--- config.mk ---
export PLATFORM = sky130hd
export DESIGN_NAME = obpw_writer
export DESIGN_NICKNAME = d
export VERILOG_FILES = /design/src/logic/obpw_writer.v
export VERILOG_INCLUDE_DIRS = /design/src /design/src/logic
export SDC_FILE = /design/constraint.sdc
export NUM_CORES = 1
export LEC_CHECK = 0
export BUFFER_PORTS_ARGS = -buffer_cell sky130_fd_sc_hd__clkbuf_2
export CAP_MARGIN = 5
export CORE_ASPECT_RATIO = 1.75
export CORE_MARGIN = 8
export CORE_UTILIZATION = 55
export CTS_CLUSTER_SIZE = 14
export DETAILED_ROUTE_END_ITERATION = 7
export GPL_TIMING_DRIVEN = 0
export PLACE_DENSITY = 0.75
export REMOVE_ABC_BUFFERS = 1
export SYNTH_ARGS = -nofsm -noshare
export SYNTH_HDL_FRONTEND = slang
export SYNTH_SLANG_ARGS = --single-unit
--- constraint.sdc ---
create_clock -name pclk -period 6.5 [get_ports pclk]
set_input_delay 0.325 -clock pclk [delete_from_list [all_inputs] [get_ports pclk]]
set_output_delay 0.325 -clock pclk [all_outputs]
set_load 0.05 [all_outputs]
--- src/logic/obpw_regs.vh ---
// Register offsets, field positions and reset values of the overlay bitmap and pointer writer.
// Included by the design file; definitions only.
`ifndef OBPW_REGS_VH
`define OBPW_REGS_VH
`define OBPW_BMP_CX 8'h00
`define OBPW_BMP_CY 8'h04
`define OBPW_BMP_DATA 8'h08
`define OBPW_BMP_MASK 8'h0C
`define OBPW_BMP_CTRL1 8'h10
`define OBPW_BMP_SX 8'h14
`define OBPW_PTR_CTRL0 8'h18
`define OBPW_PTR_CTRL1 8'h1C
`define OBPW_PTR_AD 8'h20
`define OBPW_PTR_DATA 8'h24
`define OBPW_PTR_CX 8'h28
`define OBPW_PTR_CY 8'h2C
`define OBPW_PTR_DW 8'h30
`define OBPW_PTR_FGA 8'h34
`define OBPW_PTR_BGA 8'h38
`define OBPW_TXT_PROP0 8'h3C
`define OBPW_TXT_PROP1 8'h40
`define OBPW_TXT_PROP2 8'h44
`define OBPW_TXT_MASK 8'h48
`define OBPW_OSD_CTRL 8'h4C
`define OBPW_STATUS 8'h50
`define OBPW_FRAME 8'h54
`define OBPW_BPP_LSB 5
`define OBPW_BUF_SEL_BIT 6
`define OBPW_AUTO_SW_BIT 7
`define OBPW_ANIM_EN_BIT 5
`define OBPW_FORE_TRANSPARENT_FLAG_BIT 0
`define OBPW_BACK_TRANSPARENT_FLAG_BIT 1
`define OBPW_TEXT_ON_BIT 0
`define OBPW_BMP_ON_BIT 1
`define OBPW_PTR_ON_BIT 2
`define OBPW_FILL_BIT 3
`define OBPW_INSIDE_BIT 4
`define OBPW_MASK_RST 8'hFF
`define OBPW_SX_RST 9'h100
`define OBPW_BMP_BITS 15
`define OBPW_PTR_SIDE 6'h20
`endif

--- src/logic/obpw_writer.v ---
// Overlay bitmap and pointer writer: APB register file, bit-exact bitmap and pointer memory writes.
// Assumes an APB master on pclk; frame_start is a one-cycle pulse per displayed frame.
//
// Functional notes
// [RULE1] Bitmap data byte written at cursor pixel
// [RULE2] Only mask-set bits modify bitmap memory
// [RULE3] Bit 7 goes to cursor bit position
// [RULE4] Bitmap address advances eight bits per write
// [RULE5] Auto-increment stops at bitmap data register
// [RULE6] Pointer is 32x32 at two bits
// [RULE7] Pointer composited above text and bitmap
// [RULE8] Pointer alpha or transparency per layer
// [RULE9] Double buffer: manual select or auto toggle
// [RULE10] Pointer writes go to inactive buffer
// [RULE11] Animation interrupt after programmed frame count
// [RULE12] Width code picks one to four pixels
// [RULE13] Pointer cursor advances by pixel count
// [RULE14] Cursor past row end goes next row
// [RULE15] Host reloads full image between interrupts
// [RULE16] All parts off bypasses and gates clock
// [RULE17] Text cell commits after all properties written
// [RULE18] Area fill overwrites area with properties
// [RULE19] Shadow off when overlay leaves picture
// [RULE20] Shadow blended as background, never transparent
// [RULE21] Cursor address wraps past memory end
// [RULE22] Host programs font setup before loading
// [RULE23] Bitmap memory is four kilobytes
// [RULE24] Depth code selects 1, 2 or 4 bits
`timescale 1ns/1ps
`include "obpw_regs.vh"
module obpw_writer #(
    parameter BMP_BITS = `OBPW_BMP_BITS
) (
    // APB slave
    input wire pclk,
    input wire presetn,
    input wire psel,
    input wire penable,
    input wire pwrite,
    input wire [7:0] paddr,
    input wire [31:0] pwdata,
    output reg [31:0] prdata,
    output reg pready,
    output reg pslverr,
    // Display timing
    input wire frame_start,
    // Overlay outputs
    output reg anim_irq,
    output reg osd_clk_en,
    output reg osd_bypass,
    output reg ptr_buf_shown,
    output reg shadow_on,
    output reg text_commit,
    output reg fill_busy
);
    // [RULE23] Four kilobytes of bitmap pixel memory.
    reg [7:0] bmp_mem [0:4095];
    // [RULE6] Two buffers of 32x32 two-bit pixels.
    reg [1:0] ptr_mem [0:2047];
    reg [8:0] bmp_cx;
    reg [8:0] bmp_cy;
    reg [8:0] bmp_sx;
    reg [7:0] bmp_mask;
    reg [7:0] bmp_ctrl1;
    reg [BMP_BITS-1:0] bmp_addr;
    reg [7:0] ptr_ctrl0;
    reg [7:0] ptr_ctrl1;
    reg [7:0] ptr_ad;
    reg [4:0] ptr_cx;
    reg [4:0] ptr_cy;
    reg [1:0] ptr_dw;
    reg [7:0] ptr_fga;
    reg [7:0] ptr_bga;
    reg [7:0] txt_prop0;
    reg [7:0] txt_prop1;
    reg [7:0] txt_prop2;
    reg [7:0] txt_mask;
    reg [2:0] prop_seen;
    reg [7:0] osd_ctrl;
    reg [7:0] frame_cnt;
    reg auto_buf;
    reg [5:0] fill_cnt;
    reg [7:0] bmp_last;
    integer i;
    integer j;
    wire wr_en = psel & penable & pwrite & pready;
    wire rd_en = psel & penable & ~pwrite & pready;
    wire [2:0] bpp;
    wire [BMP_BITS+2:0] row_bits;
    wire [BMP_BITS+1:0] addr_next;
    wire [5:0] ptr_lin_next;
    wire disp_buf;
    wire addr_ok;

    // Decode a byte offset into a hit for one of the mapped words.
    function mapped;
        input [7:0] a;
        begin
            mapped = (a[1:0] == 2'b00) && (a <= `OBPW_FRAME);
        end
    endfunction

    // Bits per pixel from the depth code; 1X both mean four bits.
    // [RULE24] Depth code decode
    function [2:0] depth_bits;
        input [1:0] code;
        begin
            depth_bits = code[1] ? 3'd4 : (code[0] ? 3'd2 : 3'd1);
        end
    endfunction

    // Byte that holds one bit of a data write; the sum wraps at the memory end.
    // [RULE21] Bit address wraps past memory end
    function [BMP_BITS-4:0] byte_of;
        input [BMP_BITS-1:0] base;
        input [2:0] k;
        reg [BMP_BITS-1:0] s;
        begin
            s = base + {{(BMP_BITS-3){1'b0}}, k};
            byte_of = s[BMP_BITS-1:3];
        end
    endfunction

    // Position of that bit in its byte; bit 7 holds the leftmost pixel.
    function [2:0] bit_of;
        input [BMP_BITS-1:0] base;
        input [2:0] k;
        reg [2:0] s;
        begin
            s = base[2:0] + k;
            bit_of = 3'h7 - s;
        end
    endfunction

    assign bpp = depth_bits(bmp_ctrl1[`OBPW_BPP_LSB+1:`OBPW_BPP_LSB]);
    assign row_bits = bmp_sx * bpp;
    assign addr_ok = mapped(paddr);
    // [RULE4] Eight-bit advance
    assign addr_next = {1'b0, bmp_addr} + {{(BMP_BITS-3){1'b0}}, 4'h8};
    // [RULE9] Buffer choice
    assign disp_buf = ptr_ctrl0[`OBPW_AUTO_SW_BIT] ? auto_buf : ptr_ctrl0[`OBPW_BUF_SEL_BIT];
    assign ptr_lin_next = {1'b0, ptr_cx} + {3'b000, ptr_dw} + 6'd1;

    // APB answer: zero wait states, unmapped words answer with an error.
    always @(posedge pclk or negedge presetn)
    begin
        if (!presetn)
        begin
            pready <= 1'b0;
            pslverr <= 1'b0;
            prdata <= 32'h0000_0000;
        end
        else
        begin
            pready <= psel & ~penable;
            pslverr <= psel & ~penable & ~addr_ok;
            if (psel & ~penable & ~pwrite)
            begin
                case (paddr)
                    `OBPW_BMP_CX: prdata <= {23'h0, bmp_cx};
                    `OBPW_BMP_CY: prdata <= {23'h0, bmp_cy};
                    `OBPW_BMP_DATA: prdata <= {24'h0, bmp_last};
                    `OBPW_BMP_MASK: prdata <= {24'h0, bmp_mask};
                    `OBPW_BMP_CTRL1: prdata <= {24'h0, bmp_ctrl1};
                    `OBPW_BMP_SX: prdata <= {23'h0, bmp_sx};
                    `OBPW_PTR_CTRL0: prdata <= {24'h0, ptr_ctrl0};
                    `OBPW_PTR_CTRL1: prdata <= {24'h0, ptr_ctrl1};
                    `OBPW_PTR_AD: prdata <= {24'h0, ptr_ad};
                    `OBPW_PTR_CX: prdata <= {27'h0, ptr_cx};
                    `OBPW_PTR_CY: prdata <= {27'h0, ptr_cy};
                    `OBPW_PTR_DW: prdata <= {30'h0, ptr_dw};
                    `OBPW_PTR_FGA: prdata <= {24'h0, ptr_fga};
                    `OBPW_PTR_BGA: prdata <= {24'h0, ptr_bga};
                    `OBPW_TXT_PROP0: prdata <= {24'h0, txt_prop0};
                    `OBPW_TXT_PROP1: prdata <= {24'h0, txt_prop1};
                    `OBPW_TXT_PROP2: prdata <= {24'h0, txt_prop2};
                    `OBPW_TXT_MASK: prdata <= {24'h0, txt_mask};
                    `OBPW_OSD_CTRL: prdata <= {24'h0, osd_ctrl};
                    `OBPW_STATUS: prdata <= {27'h0, fill_busy, shadow_on, ptr_buf_shown, osd_bypass, anim_irq};
                    `OBPW_FRAME: prdata <= {24'h0, frame_cnt};
                    default: prdata <= 32'h0000_0000;
                endcase
            end
        end
    end

    // Control registers and cursors.
    always @(posedge pclk or negedge presetn)
    begin
        if (!presetn)
        begin
            bmp_cx <= 9'h000;
            bmp_cy <= 9'h000;
            bmp_sx <= `OBPW_SX_RST;
            bmp_mask <= `OBPW_MASK_RST;
            bmp_ctrl1 <= 8'h00;
            bmp_addr <= {BMP_BITS{1'b0}};
            bmp_last <= 8'h00;
            ptr_ctrl0 <= 8'h00;
            ptr_ctrl1 <= 8'h00;
            ptr_ad <= 8'h01;
            ptr_cx <= 5'h00;
            ptr_cy <= 5'h00;
            ptr_dw <= 2'b11;
            ptr_fga <= 8'hFF;
            ptr_bga <= 8'hFF;
            txt_prop0 <= 8'h00;
            txt_prop1 <= 8'h00;
            txt_prop2 <= 8'h00;
            txt_mask <= `OBPW_MASK_RST;
            prop_seen <= 3'b000;
            osd_ctrl <= 8'h00;
            text_commit <= 1'b0;
        end
        else
        begin
            text_commit <= 1'b0;
            // [RULE17] Commit only when all three properties arrived
            // Repeated after the write decode, and that copy wins, so a property write in the commit cycle loses its seen bit.
            if (prop_seen == 3'b111)
            begin
                text_commit <= 1'b1;
                prop_seen <= 3'b000;
            end
            // The start bit is self-clearing; the repeat after the write decode also clears a new start written in the same cycle.
            if (fill_busy && fill_cnt == 6'd0)
                osd_ctrl[`OBPW_FILL_BIT] <= 1'b0;
            if (wr_en)
            begin
                case (paddr)
                    // Cursor writes recompute the bit-exact address, wrapping in memory.
                    // [RULE21] Address wraps
                    `OBPW_BMP_CX:
                    begin
                        bmp_cx <= pwdata[8:0];
                        bmp_addr <= bmp_cy * row_bits[BMP_BITS-1:0] + pwdata[8:0] * bpp;
                    end
                    `OBPW_BMP_CY:
                    begin
                        bmp_cy <= pwdata[8:0];
                        bmp_addr <= pwdata[8:0] * row_bits[BMP_BITS-1:0] + bmp_cx * bpp;
                    end
                    // [RULE5] Data offset fixed, bursts repeat it
                    // [RULE4] Advance after data write
                    `OBPW_BMP_DATA:
                    begin
                        bmp_last <= pwdata[7:0];
                        bmp_addr <= addr_next[BMP_BITS-1:0];
                    end
                    `OBPW_BMP_MASK: bmp_mask <= pwdata[7:0];
                    `OBPW_BMP_CTRL1: bmp_ctrl1 <= pwdata[7:0];
                    `OBPW_BMP_SX: bmp_sx <= pwdata[8:0];
                    `OBPW_PTR_CTRL0: ptr_ctrl0 <= pwdata[7:0];
                    `OBPW_PTR_CTRL1: ptr_ctrl1 <= pwdata[7:0];
                    `OBPW_PTR_AD: ptr_ad <= pwdata[7:0];
                    `OBPW_PTR_CX: ptr_cx <= pwdata[4:0];
                    `OBPW_PTR_CY: ptr_cy <= pwdata[4:0];
                    `OBPW_PTR_DW: ptr_dw <= pwdata[1:0];
                    // [RULE8] Per-layer alpha factors for blending
                    `OBPW_PTR_FGA: ptr_fga <= pwdata[7:0];
                    `OBPW_PTR_BGA: ptr_bga <= pwdata[7:0];
                    // [RULE13] Pointer cursor advance
                    `OBPW_PTR_DATA:
                    begin
                        // [RULE14] Row wrap to first pixel
                        if (ptr_lin_next[5])
                        begin
                            ptr_cx <= 5'h00;
                            ptr_cy <= ptr_cy + 5'h01;
                        end
                        else
                            ptr_cx <= ptr_lin_next[4:0];
                    end
                    `OBPW_TXT_PROP0:
                    begin
                        txt_prop0 <= pwdata[7:0];
                        prop_seen[0] <= 1'b1;
                    end
                    `OBPW_TXT_PROP1:
                    begin
                        txt_prop1 <= pwdata[7:0];
                        prop_seen[1] <= 1'b1;
                    end
                    `OBPW_TXT_PROP2:
                    begin
                        txt_prop2 <= pwdata[7:0];
                        prop_seen[2] <= 1'b1;
                    end
                    `OBPW_TXT_MASK: txt_mask <= pwdata[7:0];
                    `OBPW_OSD_CTRL: osd_ctrl <= pwdata[7:0];
                    default: ;
                endcase
            end
            // [RULE17] Commit only when all three properties arrived
            if (prop_seen == 3'b111)
            begin
                text_commit <= 1'b1;
                prop_seen <= 3'b000;
            end
            // The start bit is self-clearing in the last busy cycle of the fill.
            if (fill_busy && fill_cnt == 6'd0)
                osd_ctrl[`OBPW_FILL_BIT] <= 1'b0;
        end
    end

    // Bitmap memory write: masked, MSB at the cursor bit, split across two bytes unless the cursor is byte-aligned.
    // Memory holds no reset; contents are undefined until written.
    // [RULE1] Eight bits at the cursor pixel
    always @(posedge pclk)
    begin
        if (wr_en && paddr == `OBPW_BMP_DATA)
        begin
            for (i = 0; i < 8; i = i + 1)
            begin
                // [RULE2] Masked bit update
                // [RULE3] Bit 7 first
                if (bmp_mask[7-i])
                    bmp_mem[byte_of(bmp_addr, i[2:0])][bit_of(bmp_addr, i[2:0])] <= pwdata[7-i];
            end
        end
    end

    // Pointer memory write into the buffer that is not on display.
    // [RULE10] Inactive buffer steering
    // [RULE12] Width code selects pixel count
    always @(posedge pclk)
    begin
        if (wr_en && paddr == `OBPW_PTR_DATA)
        begin
            for (j = 0; j < 4; j = j + 1)
            begin
                if (j <= ptr_dw && ptr_cx + j < 32)
                    ptr_mem[{~disp_buf, ptr_cy, ptr_cx} + j] <= pwdata[7-2*j -: 2];
            end
        end
    end

    // Frame counter, animation interrupt and automatic buffer toggle.
    // [RULE11] Interrupt every programmed frame count
    always @(posedge pclk or negedge presetn)
    begin
        if (!presetn)
        begin
            frame_cnt <= 8'h00;
            anim_irq <= 1'b0;
            auto_buf <= 1'b0;
        end
        else
        begin
            anim_irq <= 1'b0;
            if (frame_start)
            begin
                if (frame_cnt + 8'd1 >= ptr_ad)
                begin
                    frame_cnt <= 8'h00;
                    if (ptr_ctrl1[`OBPW_ANIM_EN_BIT])
                    begin
                        anim_irq <= 1'b1;
                        auto_buf <= ~auto_buf;
                    end
                end
                else
                    frame_cnt <= frame_cnt + 8'd1;
            end
        end
    end

    // Area fill sequencer, power bypass, buffer and shadow status.
    always @(posedge pclk or negedge presetn)
    begin
        if (!presetn)
        begin
            fill_busy <= 1'b0;
            fill_cnt <= 6'd0;
            osd_clk_en <= 1'b0;
            osd_bypass <= 1'b1;
            ptr_buf_shown <= 1'b0;
            shadow_on <= 1'b0;
        end
        else
        begin
            // [RULE18] Area fill runs once per start bit
            if (!fill_busy && osd_ctrl[`OBPW_FILL_BIT])
            begin
                fill_busy <= 1'b1;
                fill_cnt <= 6'd32;
            end
            else if (fill_busy && fill_cnt != 6'd0)
                fill_cnt <= fill_cnt - 6'd1;
            else
                fill_busy <= 1'b0;
            // [RULE16] Bypass and gate when all parts off
            osd_bypass <= ~|osd_ctrl[2:0];
            osd_clk_en <= |osd_ctrl[2:0];
            // [RULE7] Shown buffer feeds the topmost layer
            // [RULE20] Shadow flag goes to background blending only
            ptr_buf_shown <= disp_buf;
            // [RULE19] Shadow only while overlay inside picture
            shadow_on <= osd_ctrl[`OBPW_TEXT_ON_BIT] & osd_ctrl[`OBPW_INSIDE_BIT];
        end
    end
endmodule // obpw_writer

======== Word-level counts from Yosys, hierarchy flattened ========
Cells that the tools add are included.
storage, ports and cells
  bits in registers ....................... 202
  output and inout port bits .............. 41
cells by class
  equality and inequality tests ........... 24
  bitwise gates (word level) .............. 11
  order comparisons ....................... 2
  $add $sub $neg .......................... 5
  reductions and logical operators ........ 44
  muxes and demuxes ....................... 23
operators by type and width
  kind                                                                   count
  9-bit one-hot mux with 21 select lines                                 1
  8-bit by 6-bit == test with 1-bit output, second input constant        8
  8-bit by 7-bit == test with 1-bit output, second input constant        6
  2-bit AND reduction                                                    22
  8-bit by 5-bit == test with 1-bit output, second input constant        4
  5-bit one-hot mux with 2 select lines                                  2
  2-bit nonzero test                                                     9
  8-bit by 4-bit == test with 1-bit output, second input constant        2
  6-bit two-way mux                                                      2
  1-bit two-way mux                                                      11
  5-bit two-way mux                                                      2
  8-bit by 1-bit adder with 8-bit output, second input constant          1
  8-bit by 3-bit == test with 1-bit output, second input constant        1
  8-bit greater-or-equal comparator                                      1
  8-bit by 7-bit <= comparator with 1-bit output, second input constant  1
  8-bit logical NOT                                                      1
  4-bit two-way mux                                                      2
  8-bit two-way mux                                                      1
  1-bit bitwise AND                                                      7
  5-bit by 2-bit adder with 6-bit output                                 1
  6-bit by 1-bit adder with 6-bit output, second input constant          1
  6-bit logical NOT                                                      1
  3-bit two-way mux                                                      2
  3-bit AND reduction                                                    2
  other kinds (10)                                                       18

======== Depth between registers and ports, before layout ========
Gate-level depths: netlist of the first run.
  word-level depth ........................ 5
  depth in mapped cells ................... 9
  gate-level depth less buffers ........... 9

======== Least setup slack after synthesis of the first run ========
No wires, ideal clock.
  kind .................................... register to register
  start ................................... register frame_cnt[0]
  end ..................................... register auto_buf
  required time ........................... 6.372 ns
  cell stages (with the launch flop) ...... 9
  setup slack ............................. 3.896 ns
  path buffers ............................ 0
  library setup time ...................... 0.128 ns
  arrival ................................. 2.476 ns
  clock period less this slack ............ 2.604 ns
  cells stage by stage .................... dfrtp_1 > ha_1 > and3_1 > xnor2_1 > ha_1 > o2111a_1 > a221oi_1 > nor2_1 > xor2_1
on the way
  word-level cells in the longest chain between the ends .. 3
RTL lines
  what                                    line               source
  from (decl)                             obpw_writer.v:80   reg [7:0] frame_cnt;
  from (signal assigned)                  obpw_writer.v:363  frame_cnt <= frame_cnt + 8'd1;
  8-bit by 1-bit adder with 8-bit output  obpw_writer.v:353  if (frame_cnt + 8'd1 >= ptr_ad)
  8-bit greater-or-equal comparator       obpw_writer.v:353
  3-bit AND reduction (no line)           n/a
  to (signal assigned)                    obpw_writer.v:359  auto_buf <= ~auto_buf;
  to (decl)                               obpw_writer.v:81   reg auto_buf;
Every way passes these cells.
A chain may end at the register's enable or synchronous reset.

======== Final worst setup path of the first run ========
  start ................................... input port paddr[4]
  end ..................................... register prdata[3]
on the way
  word-level cells in the longest chain between the ends .. 2
  elaborated cells on any way between the ends .. 22
  those cells by class .................... eq/ne: 20; mux: 1; reduce/logical: 1
RTL lines
  what                                                                    line               source
  from (decl)                                                             obpw_writer.v:40   input wire [7:0] paddr,
  8-bit by 7-bit == test with 1-bit output, or another cell as far along  obpw_writer.v:159  case (paddr)
  9-bit one-hot mux with 21 select lines *                                obpw_writer.v:159
  to (signal assigned)                                                    obpw_writer.v:160  `OBPW_BMP_CX: prdata <= {23'h0, bmp_cx};
  to (signal assigned)                                                    obpw_writer.v:161  `OBPW_BMP_CY: prdata <= {23'h0, bmp_cy};
  to (signal assigned)                                                    obpw_writer.v:162  `OBPW_BMP_DATA: prdata <= {24'h0, bmp_last};
  to (decl)                                                               obpw_writer.v:42   output reg [31:0] prdata,
Every way passes the cells marked *; elsewhere a longest branch is shown, timed or not.

==> flow_metrics.tcl, run 1 <==
set metrics [dict create \
    ant_nets 0 \
    drive_gt1_share_pct 32.15 \
    gp_congestion 0.9390 \
    cts_sinks 179 \
    post_cts_buffers 0 \
    crit_top_cell "a21oi_1" \
    rows 62 \
    worst_pin_slew_ps 1247 \
    power_mw 2.456 \
    timing.fmax_ghz 0.2966 \
    dpl.hpwl_um 17640 \
    antenna_found_initial 0 \
    slew_headroom_pct 16.55 \
    viasPerCell 6.391 \
    crit_slowest_cell "nor2_1" \
    fin_crit_ps 3372 \
    path_max_fanout 35 \
    numCtsBuffers 17 \
    wl_per_cell_um 24.31 \
    root_buffer "clkbuf_16" \
    slew_viol_final 0 \
    rsz0062_at_grt "false" \
    leakage_nw 4.489 \
    cp.required_ps 6870 \
    grt-ovfl-total 0 \
    drtIter0Drc 701 \
    via_count 6819 \
    area_growth_pct 9.041 \
    yosysUniqueCellTypes 69 \
    timing.final.crit_share_pct 51.87 \
    h-tree-depth 4 \
    synthArstFlopShare_pct 100.0 \
    power_density_mw_per_mm2 247.0 \
    cts_tree "built" \
    dieArea_mm2 0.02112 \
    pin_count 87 \
    worstSetupPathType "in -> reg" \
    worstPathCellList "clkbuf_2 > or3b_2 > nor2_1 > a21oi_1 > o22ai_1 > a2111oi_0 > a21oi_1" \
    hold_path.class "in -> reg" \
    synth-edff-count 0 \
    core_area_mm2 0.01637 \
    status "completed" \
    diodes 0 \
    finalHoldViolCount 0 \
    setup_tns_ps 0 \
    final_cell_mix "142 x dfrtp_1, 132 x mux2_2, 53 x nand2_1, 39 x clkbuf_2" \
    netlist_instances 809 \
    clkLatencyLatePin_ps 440 \
    cts_resized 0 \
    start_util_pct 55.72 \
    port_buffers 40 \
    ys_ff_latch 179 \
    ctsHoldBuffers 1 \
    avgSynthCellArea_um2 11.27 \
    clock_skew_ps 10.97 \
    clock_path_buffers 2 \
    slowest_delay_ps 980 \
    final_common_cell "dfrtp_1" \
    grt_pass1_vias 6668 \
    setup_violations 0 \
    grt_pass1_wl_um 39870 \
    fin_nets 890 \
    clkTransAtPathRegs_ps 70 \
    track_usage_pct 25.15 \
    die_y_um 186.3 \
    startpoint_type "primary input" \
    drc 0 \
    cp.arrival_ps 3740 \
    die_w_um 113.3 \
    synth_flop_cell "dfrtp_1" \
    syn_area_mm2 0.009120 \
    yosys_warnings 0 \
    ys_seq_area_share_pct 49.62 \
    vdd_drop_max_mv 0.1571 \
    cp-end-kind "flop" \
    grt_start_max_net_pins 109 \
    wl_um 25940 \
    dr.pass1.iters 7 \
    cap_violations 0 \
]
==> cells in the mapped netlist (21+ instances only) <==
library cell	number	area, um^2
dfstp_2	37	972.2
nand3_1	30	150.1
mux2_2	132	1486
a21oi_1	24	120.1
buf_4	25	187.7
inv_1	26	97.59
mux2i_1	22	220.2
dfrtp_1	142	3553
nand2_1	53	198.9
clkbuf_1	23	86.33
a22oi_1	21	157.7
nor2_1	38	142.6
o21ai_0	37	185.2
==> routing by layer <==
layer	global-route usage (%)	wire [um]	vias to the layer above
met1	29.58	9511	3416
met5	0	0	-
li1	-	-	2936
met3	5.981	2124	94
met2	40.96	12810	373
met4	14.48	1486	0
==> final cells by class <==
class | instances | area, um^2
clock buffers | 18 | 429.2
flip-flops and latches | 179 | 4526
inverters | 26 | 97.59
fillers | 1338 | 6424
multi-input cells | 563 | 4239
clock inverters | 14 | 118.9
well taps | 224 | 280.3
repair buffers | 43 | 254.0
==> where the power goes <==
part / total [mW] / leakage (nW) / switching, mW / internal, mW
clock network: 0.982 / 0.271 / 0.479 / 0.503
registers: 1.19 / 2.28 / 0.0410 / 1.15
logic: 0.286 / 1.93 / 0.211 / 0.0745
==> logic make-up (layout without fill, tap and decap cells) <==
kind of cell	Yosys count	in the layout	synth area share [%]
flops	179	179	49.62
mux	155	155	18.96
other cells	1	23	0.04112
xor+xnor	8	8	0.7682
compound gates	154	154	11.52
simple gates	209	209	12.25
buf+inv	89	101	4.829
fa+ha+maj	14	14	2.003
==> worst paths after layout <==
check                           slack (ps)           end  cells past startpoint    startpoint
worst max register to register        3160      auto_buf                      9  frame_cnt[0]
min in group asynchronous              470  prop_seen[1]                      2       presetn
worst min-delay path                   170     bmp_cx[8]                      2     pwdata[8]
max in group asynchronous             5090   txt_mask[3]                      3       presetn
worst max-delay path                  3130     prdata[3]                      7      paddr[4]
worst min register to register         470      auto_buf                      1      auto_buf
==> sequential cells by signal, summed over array words and instances (netlist names), 8 cells and up <==
register and count:
prdata 9, txt_mask 8, bmp_ctrl1 8, bmp_cy 9, ptr_ad 8, txt_prop0 8, txt_prop2 8, bmp_mask 8
bmp_cx 9, ptr_ctrl0 8, ptr_fga 8, osd_ctrl 8, ptr_bga 8, frame_cnt 8, bmp_sx 9, bmp_last 8
ptr_ctrl1 8, txt_prop1 8
==> worst max-delay path, delay by kind of cell <==
kind                   cells  cell delay (ps)
buffers and inverters      1              710
AOI/OAI and AO/OA          4             1040
and+or+nand+nor            2             1620
==> per-stage QoR <==
| step | area (um^2) | cells | util (%) | hold WS, ps | worst slack [ps] |
|---|---|---|---|---|---|
| 2_1_floorplan | 8860 | 768 | - | 29.41 | 3896 |
| 3_3_place_gp | 9340 | 1032 | 57.06 | 452.2 | 1791 |
| 3_5_place_dp | 9387 | 1034 | 57.35 | 382.3 | 2931 |
| 4_1_cts | 9945 | 1067 | 60.76 | 164.6 | 3128 |
| 5_1_grt | 9945 | 1067 | 60.76 | 172.3 | 2946 |
| 6_report | 9945 | 1067 | 60.76 | 170.7 | 3128 |
No activity file was read; power rests on OpenSTA's default activity.
==> inputs of run 2 (changes only) <==
- ABC_AREA: default -> 1
- clock period: 6.5 -> 3.26 ns (I/O delays scaled with it)
==> flow_metrics.tcl, run 2 <==
set metrics [dict create \
    avgSynthCellArea_um2 8.003 \
    grt_start_max_net_pins 114 \
    netlist_top_cells_area "dfrtp_1 40%, nand2_1 14%, dfstp_2 11%" \
    vdd_drop_max_mv 0.3034 \
    cts_tree "built" \
    synthArstFlopShare_pct 100.0 \
    worstPathCellList "ha_1 > nand3_1 > nor3_1 > xor2_1 > ha_1 > inv_1 > nor3_1 > nand4_1 > nand4_1 > nand2_1 > nand2_1 > nand2_1" \
    drc 0 \
    synth-edff-count 0 \
    leakage_nw 4.775 \
    worst_pin_slew_ps 1147 \
    wl_per_cell_um 18.18 \
    fin_nets 1202 \
    root_buffer "clkbuf_16" \
    crit_slowest_cell "dfrtp_1" \
    worstHoldPathCells 3 \
    fin_util_pct 60.56 \
    via_count 7652 \
    holdPathEnd "ptr_cx[4]" \
    numCtsBuffers 17 \
    slowest_delay_ps 440 \
    cp.arrival_ps 2840 \
    fin_crit_ps 2523 \
    pin_count 87 \
    viasPerCell 5.681 \
    critPathTopFamily "simple AND/OR/NAND/NOR gates" \
    reg2reg_from "frame_cnt[0]" \
    power_frac_seq_pct 49.1 \
    multi_input_area_mm2 0.003842 \
    power.switching_mw 1.205 \
    clkTransAtPathRegs_ps 80 \
    dieArea_mm2 0.02086 \
    regToRegSetupSlack_ps 740 \
    track_usage_pct 24.10 \
    ant_nets 0 \
    grt_pass1_vias 7150 \
    area_growth_pct 9.167 \
    netlist_instances 1124 \
    timing.fmax_ghz 0.3964 \
    clkLatencyLatePin_ps 440 \
    final_cells 1347 \
    min_from "pwdata[4]" \
    finalHoldViolCount 0 \
    clock_skew_ps 10.32 \
    power_density_mw_per_mm2 468.9 \
    status "completed" \
    dr.pass1.iters 8 \
    dp.cells 1311 \
    start_util_pct 55.48 \
    cap_violations 0 \
    drtIter0Drc 752 \
    diodes 0 \
    path_max_fanout 10 \
    combPwrFrac_pct 6.7 \
    wl_um 24500 \
    p_int_mw 3.399 \
    drive_gt1_share_pct 13.42 \
    final_common_cell "nand2_1" \
    cts_resized 0 \
    timing.final.crit_share_pct 77.38 \
    cp-end-kind "flop" \
    slew_headroom_pct 23.46 \
    ff2ff_path_depth 12 \
    hold_path.class "in -> reg" \
    ctsHoldBuffers 4 \
    crit_buf_inv 1 \
    h-tree-depth 4 \
    core_area_mm2 0.01621 \
    r2r_end "auto_buf" \
    rows 62 \
    gp_congestion 0.8669 \
    clock_path_buffers 2 \
    die_w_um 112.7 \
    antenna_found_initial 0 \
    p_clk_share_pct 44.2 \
    final_cell_mix "333 x nand2_1, 142 x dfrtp_1, 126 x o21ai_0, 121 x nand3_1, 77 x nor2_1" \
    crit_top_cell "nand2_1" \
    port_buffers 40 \
    die_y_um 185.2 \
    yosys_warnings 0 \
    cp.required_ps 3580 \
    register_area_mm2 0.004526 \
    fillers 1446 \
    synth_area_leader_cell "dfrtp_1" \
    startpoint_type "flop" \
    rsz0062_at_grt "false" \
    yosysMostFrequentCell "nand2_1" \
    setup_violations 0 \
    ys_seq_area_share_pct 50.31 \
    syn_area_mm2 0.008995 \
    grt_pass1_wl_um 38480 \
    worstSetupPathType "reg -> reg" \
    synth_top_area_share_pct 39.50 \
    yosysUniqueCellTypes 37 \
    dpl.hpwl_um 16810 \
    slew_viol_final 0 \
    post_cts_buffers 0 \
    synth_common_cells "333 x nand2_1, 142 x dfrtp_1, 126 x o21ai_0, 121 x nand3_1, 78 x nor2_1" \
    p_sw_share_pct 26.16 \
    cts_sinks 179 \
    ys_ff_latch 179 \
    synth_flop_cell "dfrtp_1" \
    grt-ovfl-total 0 \
]
## run 2: cell types whose count changed in the layout (fill, tap and decap cells not counted), sizes merged, moves of 34 or more
cell,delta
nand3,+95
nor2,+34
mux2,-132
o21ai,+113
inv,+59
nand2,+291
## run 2: layout make-up
| class | instances | area share, % |
|---|---|---|
| flip-flops and latches | 179 | 46.09 |
| inverters | 87 | 3.338 |
| multi-input cells | 811 | 39.13 |
| repair buffers | 46 | 3.096 |
| clock buffers | 18 | 4.472 |
| well taps | 192 | 2.446 |
| clock inverters | 14 | 1.427 |
## run 2: cells by family (layout without fill, tap and decap cells)
group / after synthesis / in the layout / share of synthesized area (%)
adder cells (fa/ha/maj): 14 / 14 / 2.031
other: 1 / 23 / 0.04169
buffers and inverters: 156 / 165 / 8.026
multiplexers: 1 / 1 / 0.1113
AND/OR/NAND/NOR: 577 / 577 / 27.60
flip-flops: 179 / 179 / 50.31
AO/OA/AOI/OAI: 185 / 185 / 10.81
XOR/XNOR: 11 / 11 / 1.071
## run 2: layer usage
metal | wire length [um] | global-route usage, % | share of wire [%] | up-vias
met4 | 1328 | 16.02 | 5.4 | 0
met2 | 12240 | 40.64 | 50 | 285
met3 | 1280 | 3.199 | 5.2 | 62
met1 | 9650 | 28.25 | 39 | 3661
li1 | - | - | - | 3644
met5 | 0 | 0 | 0 | -
## run 2: how the worst max path moves through the flow
stage                 start            to  depth (start not counted)
2_1_floorplan      paddr[0]   txt_mask[0]                          5
3_3_place_gp        presetn     bmp_cy[5]                          1
3_5_place_dp       paddr[5]  txt_prop2[4]                          6
4_1_cts        frame_cnt[0]      auto_buf                         12
5_1_grt        frame_cnt[0]      auto_buf                         12
6_report       frame_cnt[0]      auto_buf                         12
## run 2: metrics by stage
stage / hold WS [ps] / setup WS [ps] / TNS [ps] / power [mW] / instance area (um^2)
final: 16.26 / 737.4 / 0 / 4.604 / 9819
after global routing: 42.63 / 402.6 / 0 / 4.746 / 9819
after CTS: 2.888 / 727.2 / 0 / 4.627 / 9819
after detailed placement: 199.5 / 689.1 / 0 / 2.605 / 9200
after global placement: 395.7 / -1261 / -197240 / 2.591 / 9124
after floorplan: -132.6 / 826.0 / 0 / 2.472 / 8683
## run 2: power by group through the flow
stage	sequential (mW)	clock [mW]	combinational, mW
after detailed placement	2.30	0	0.303
after global routing	2.26	2.15	0.336
final	2.26	2.04	0.306
after CTS	2.26	2.06	0.307
after global placement	2.30	0	0.289
after floorplan	2.31	0	0.167
## run 2: tightest hold or removal path: stages
cell and delay, ps:
clkbuf_2 90, nand2_1 80, a31oi_1 80
==> inputs of run 3 (changes only) <==
- CORE_UTILIZATION: 55 -> 54
- PLACE_DENSITY: 0.75 -> 0.77
- clock period: 3.26 -> 2.3 ns (I/O delays scaled with it)
==> flow_metrics.tcl, run 3 (synthesized netlist as in run 2, its figures left out) <==
set metrics [dict create \
    area_growth_pct 11.48 \
    worst_pin_slew_ps 986.2 \
    dpl.hpwl_um 16710 \
    combPwrFrac_pct 7.5 \
    leakage_nw 4.836 \
    setup_violations 0 \
    cp.arrival_ps 2590 \
    cp.required_ps 2610 \
    worst_slack_ps 13.24 \
    wl_um 24660 \
    vdd_drop_max_mv 0.3880 \
    hold_ws_ps 11.47 \
    power_mw 6.517 \
    die_y_um 186.7 \
    crit_buf_inv 3 \
    post-place-ws_ps -209.1 \
    clkTransAtPathRegs_ps 70 \
    grt_start_max_net_pins 117 \
    fin_util_pct 61.26 \
    worstPathCellList "ha_4 > nand3_4 > buf_4 > xor2_1 > inv_1 > ha_1 > nand2_1 > nor3_2 > nand4_1 > nand4_1 > buf_4 > o22ai_1" \
    p_clk_share_pct 43.3 \
    register_area_mm2 0.004528 \
    dieArea_mm2 0.02121 \
    fin_crit_ps 2287 \
    clock_skew_ps 8.917 \
    path_max_fanout 5 \
    antenna_found_initial 0 \
    final_cell_mix "333 x nand2_1, 140 x dfrtp_1, 126 x o21ai_0, 118 x nand3_1, 77 x nor2_1" \
    timing.final.crit_share_pct 99.42 \
    diodes 0 \
    slowest_delay_ps 440 \
    rows 62 \
    port_buffers 40 \
    clkLatencyLatePin_ps 430 \
    core_area_mm2 0.01637 \
    critPathTopFamily "simple AND/OR/NAND/NOR gates" \
    viasPerCell 5.566 \
    dp.cells 1344 \
    pin_count 87 \
    h-tree-depth 4 \
    drive_gt1_share_pct 14.90 \
    startpoint_type "flop" \
    fillers 1427 \
    finalHoldViolCount 0 \
    fin_nets 1215 \
    ant_nets 0 \
    clock_path_buffers 2 \
    drtIter0Drc 663 \
    drc 0 \
    slew_viol_final 0 \
    track_usage_pct 23.91 \
    grt_pass1_wl_um 39310 \
    grt_pass1_vias 7605 \
    p_sw_share_pct 24.52 \
    rsz0062_at_grt "true" \
    cts_tree "built" \
    final_common_cell "nand2_1" \
    power.switching_mw 1.598 \
    multi_input_area_mm2 0.003905 \
    crit_slowest_cell "dfrtp_1" \
    die_w_um 113.6 \
    via_count 7748 \
    start_util_pct 54.95 \
    root_buffer "clkbuf_16" \
    p_int_mw 4.919 \
    power_density_mw_per_mm2 649.9 \
    timing.fmax_ghz 0.4373 \
    power_frac_seq_pct 49.2 \
    worstSetupPathType "reg -> reg" \
    cts_sinks 179 \
    numCtsBuffers 17 \
    cp-end-kind "flop" \
    slew_headroom_pct 34.01 \
    hold_path.class "in -> reg" \
    grt-ovfl-total 0 \
    final_cells 1392 \
    gp_congestion 0.8946 \
    dr.pass1.iters 6 \
    status "completed" \
    wl_per_cell_um 17.71 \
    cap_violations 0 \
]
## run 3: cell types whose count changed in the layout (fill, tap and decap cells not counted), sizes merged
cell         previous run  this run
buf                     2        12
clkinv                  4        10
bufinv                  1         2
inv                    94        85
clkbuf                 58        61
dlygate4sd3             4         7
clkinvlp                2         1
## run 3: worst reg2reg max path, delay by kind of cell, from the launching register on
kind | cells | cell delay [ps]
adder cells (fa/ha/maj) | 2 | 470
XOR/XNOR | 1 | 140
flip-flops | 1 | 440
buffers and inverters | 3 | 380
AND/OR/NAND/NOR | 5 | 650
AO/OA/AOI/OAI | 1 | 70
## run 3: path summary, 6_finish.rpt
kind | start | end | slack [ps] | depth (start not counted)
max reg2reg | frame_cnt[0] | frame_cnt[7] | 10 | 12
max in group asynchronous | presetn | prdata[6] | 1120 | 3
min | pwdata[1] | ptr_cx[1] | 10 | 3
max | frame_cnt[0] | frame_cnt[7] | 10 | 12
min in group asynchronous | presetn | fill_cnt[5] | 210 | 2
min reg2reg | osd_ctrl[2] | osd_bypass | 450 | 1
## run 3: layout make-up
type / count / area share, %
Multi-Input combinational cell: 811 / 38.94
Clock inverter: 11 / 1.111
Timing Repair Buffer: 59 / 4.230
Inverter: 87 / 3.269
Clock buffer: 21 / 4.492
Sequential cell: 179 / 45.16
Tap cell: 224 / 2.795
## run 3: timing repair
action,in CTS,in global routing
gates resized for setup,1,16
endpoints found under the hold margin,65,0
pin swaps,1,11
hold buffers,7,0
setup endpoints to repair,10,12
setup buffers,6,3
## run 3: power by group through the flow
stage               combinational [mW]  sequential, mW  clock [mW]
detailed placement               0.426            3.26           0
global placement                 0.407            3.26           0
finish                           0.486            3.21        2.82
global route                     0.531            3.21        2.96
floorplan                        0.237            3.27           0
CTS                              0.470            3.20        2.83
## run 3: layer usage
metal / share of wire (%) / track usage, % / up-vias
li1: - / - / 3667
met1: 38 / 26.49 / 3670
met2: 48 / 39.32 / 328
met3: 6.4 / 4.365 / 83
met4: 7.5 / 18.92 / 0
met5: 0 / 0 / -
## run 3: stage by stage
stage               instance area, um^2  TNS, ps
floorplan                          8683    -1097
global placement                   9164  -405230
detailed placement                 9250    -2103
CTS                                9932        0
global route                      10030   -592.4
finish                            10030        0
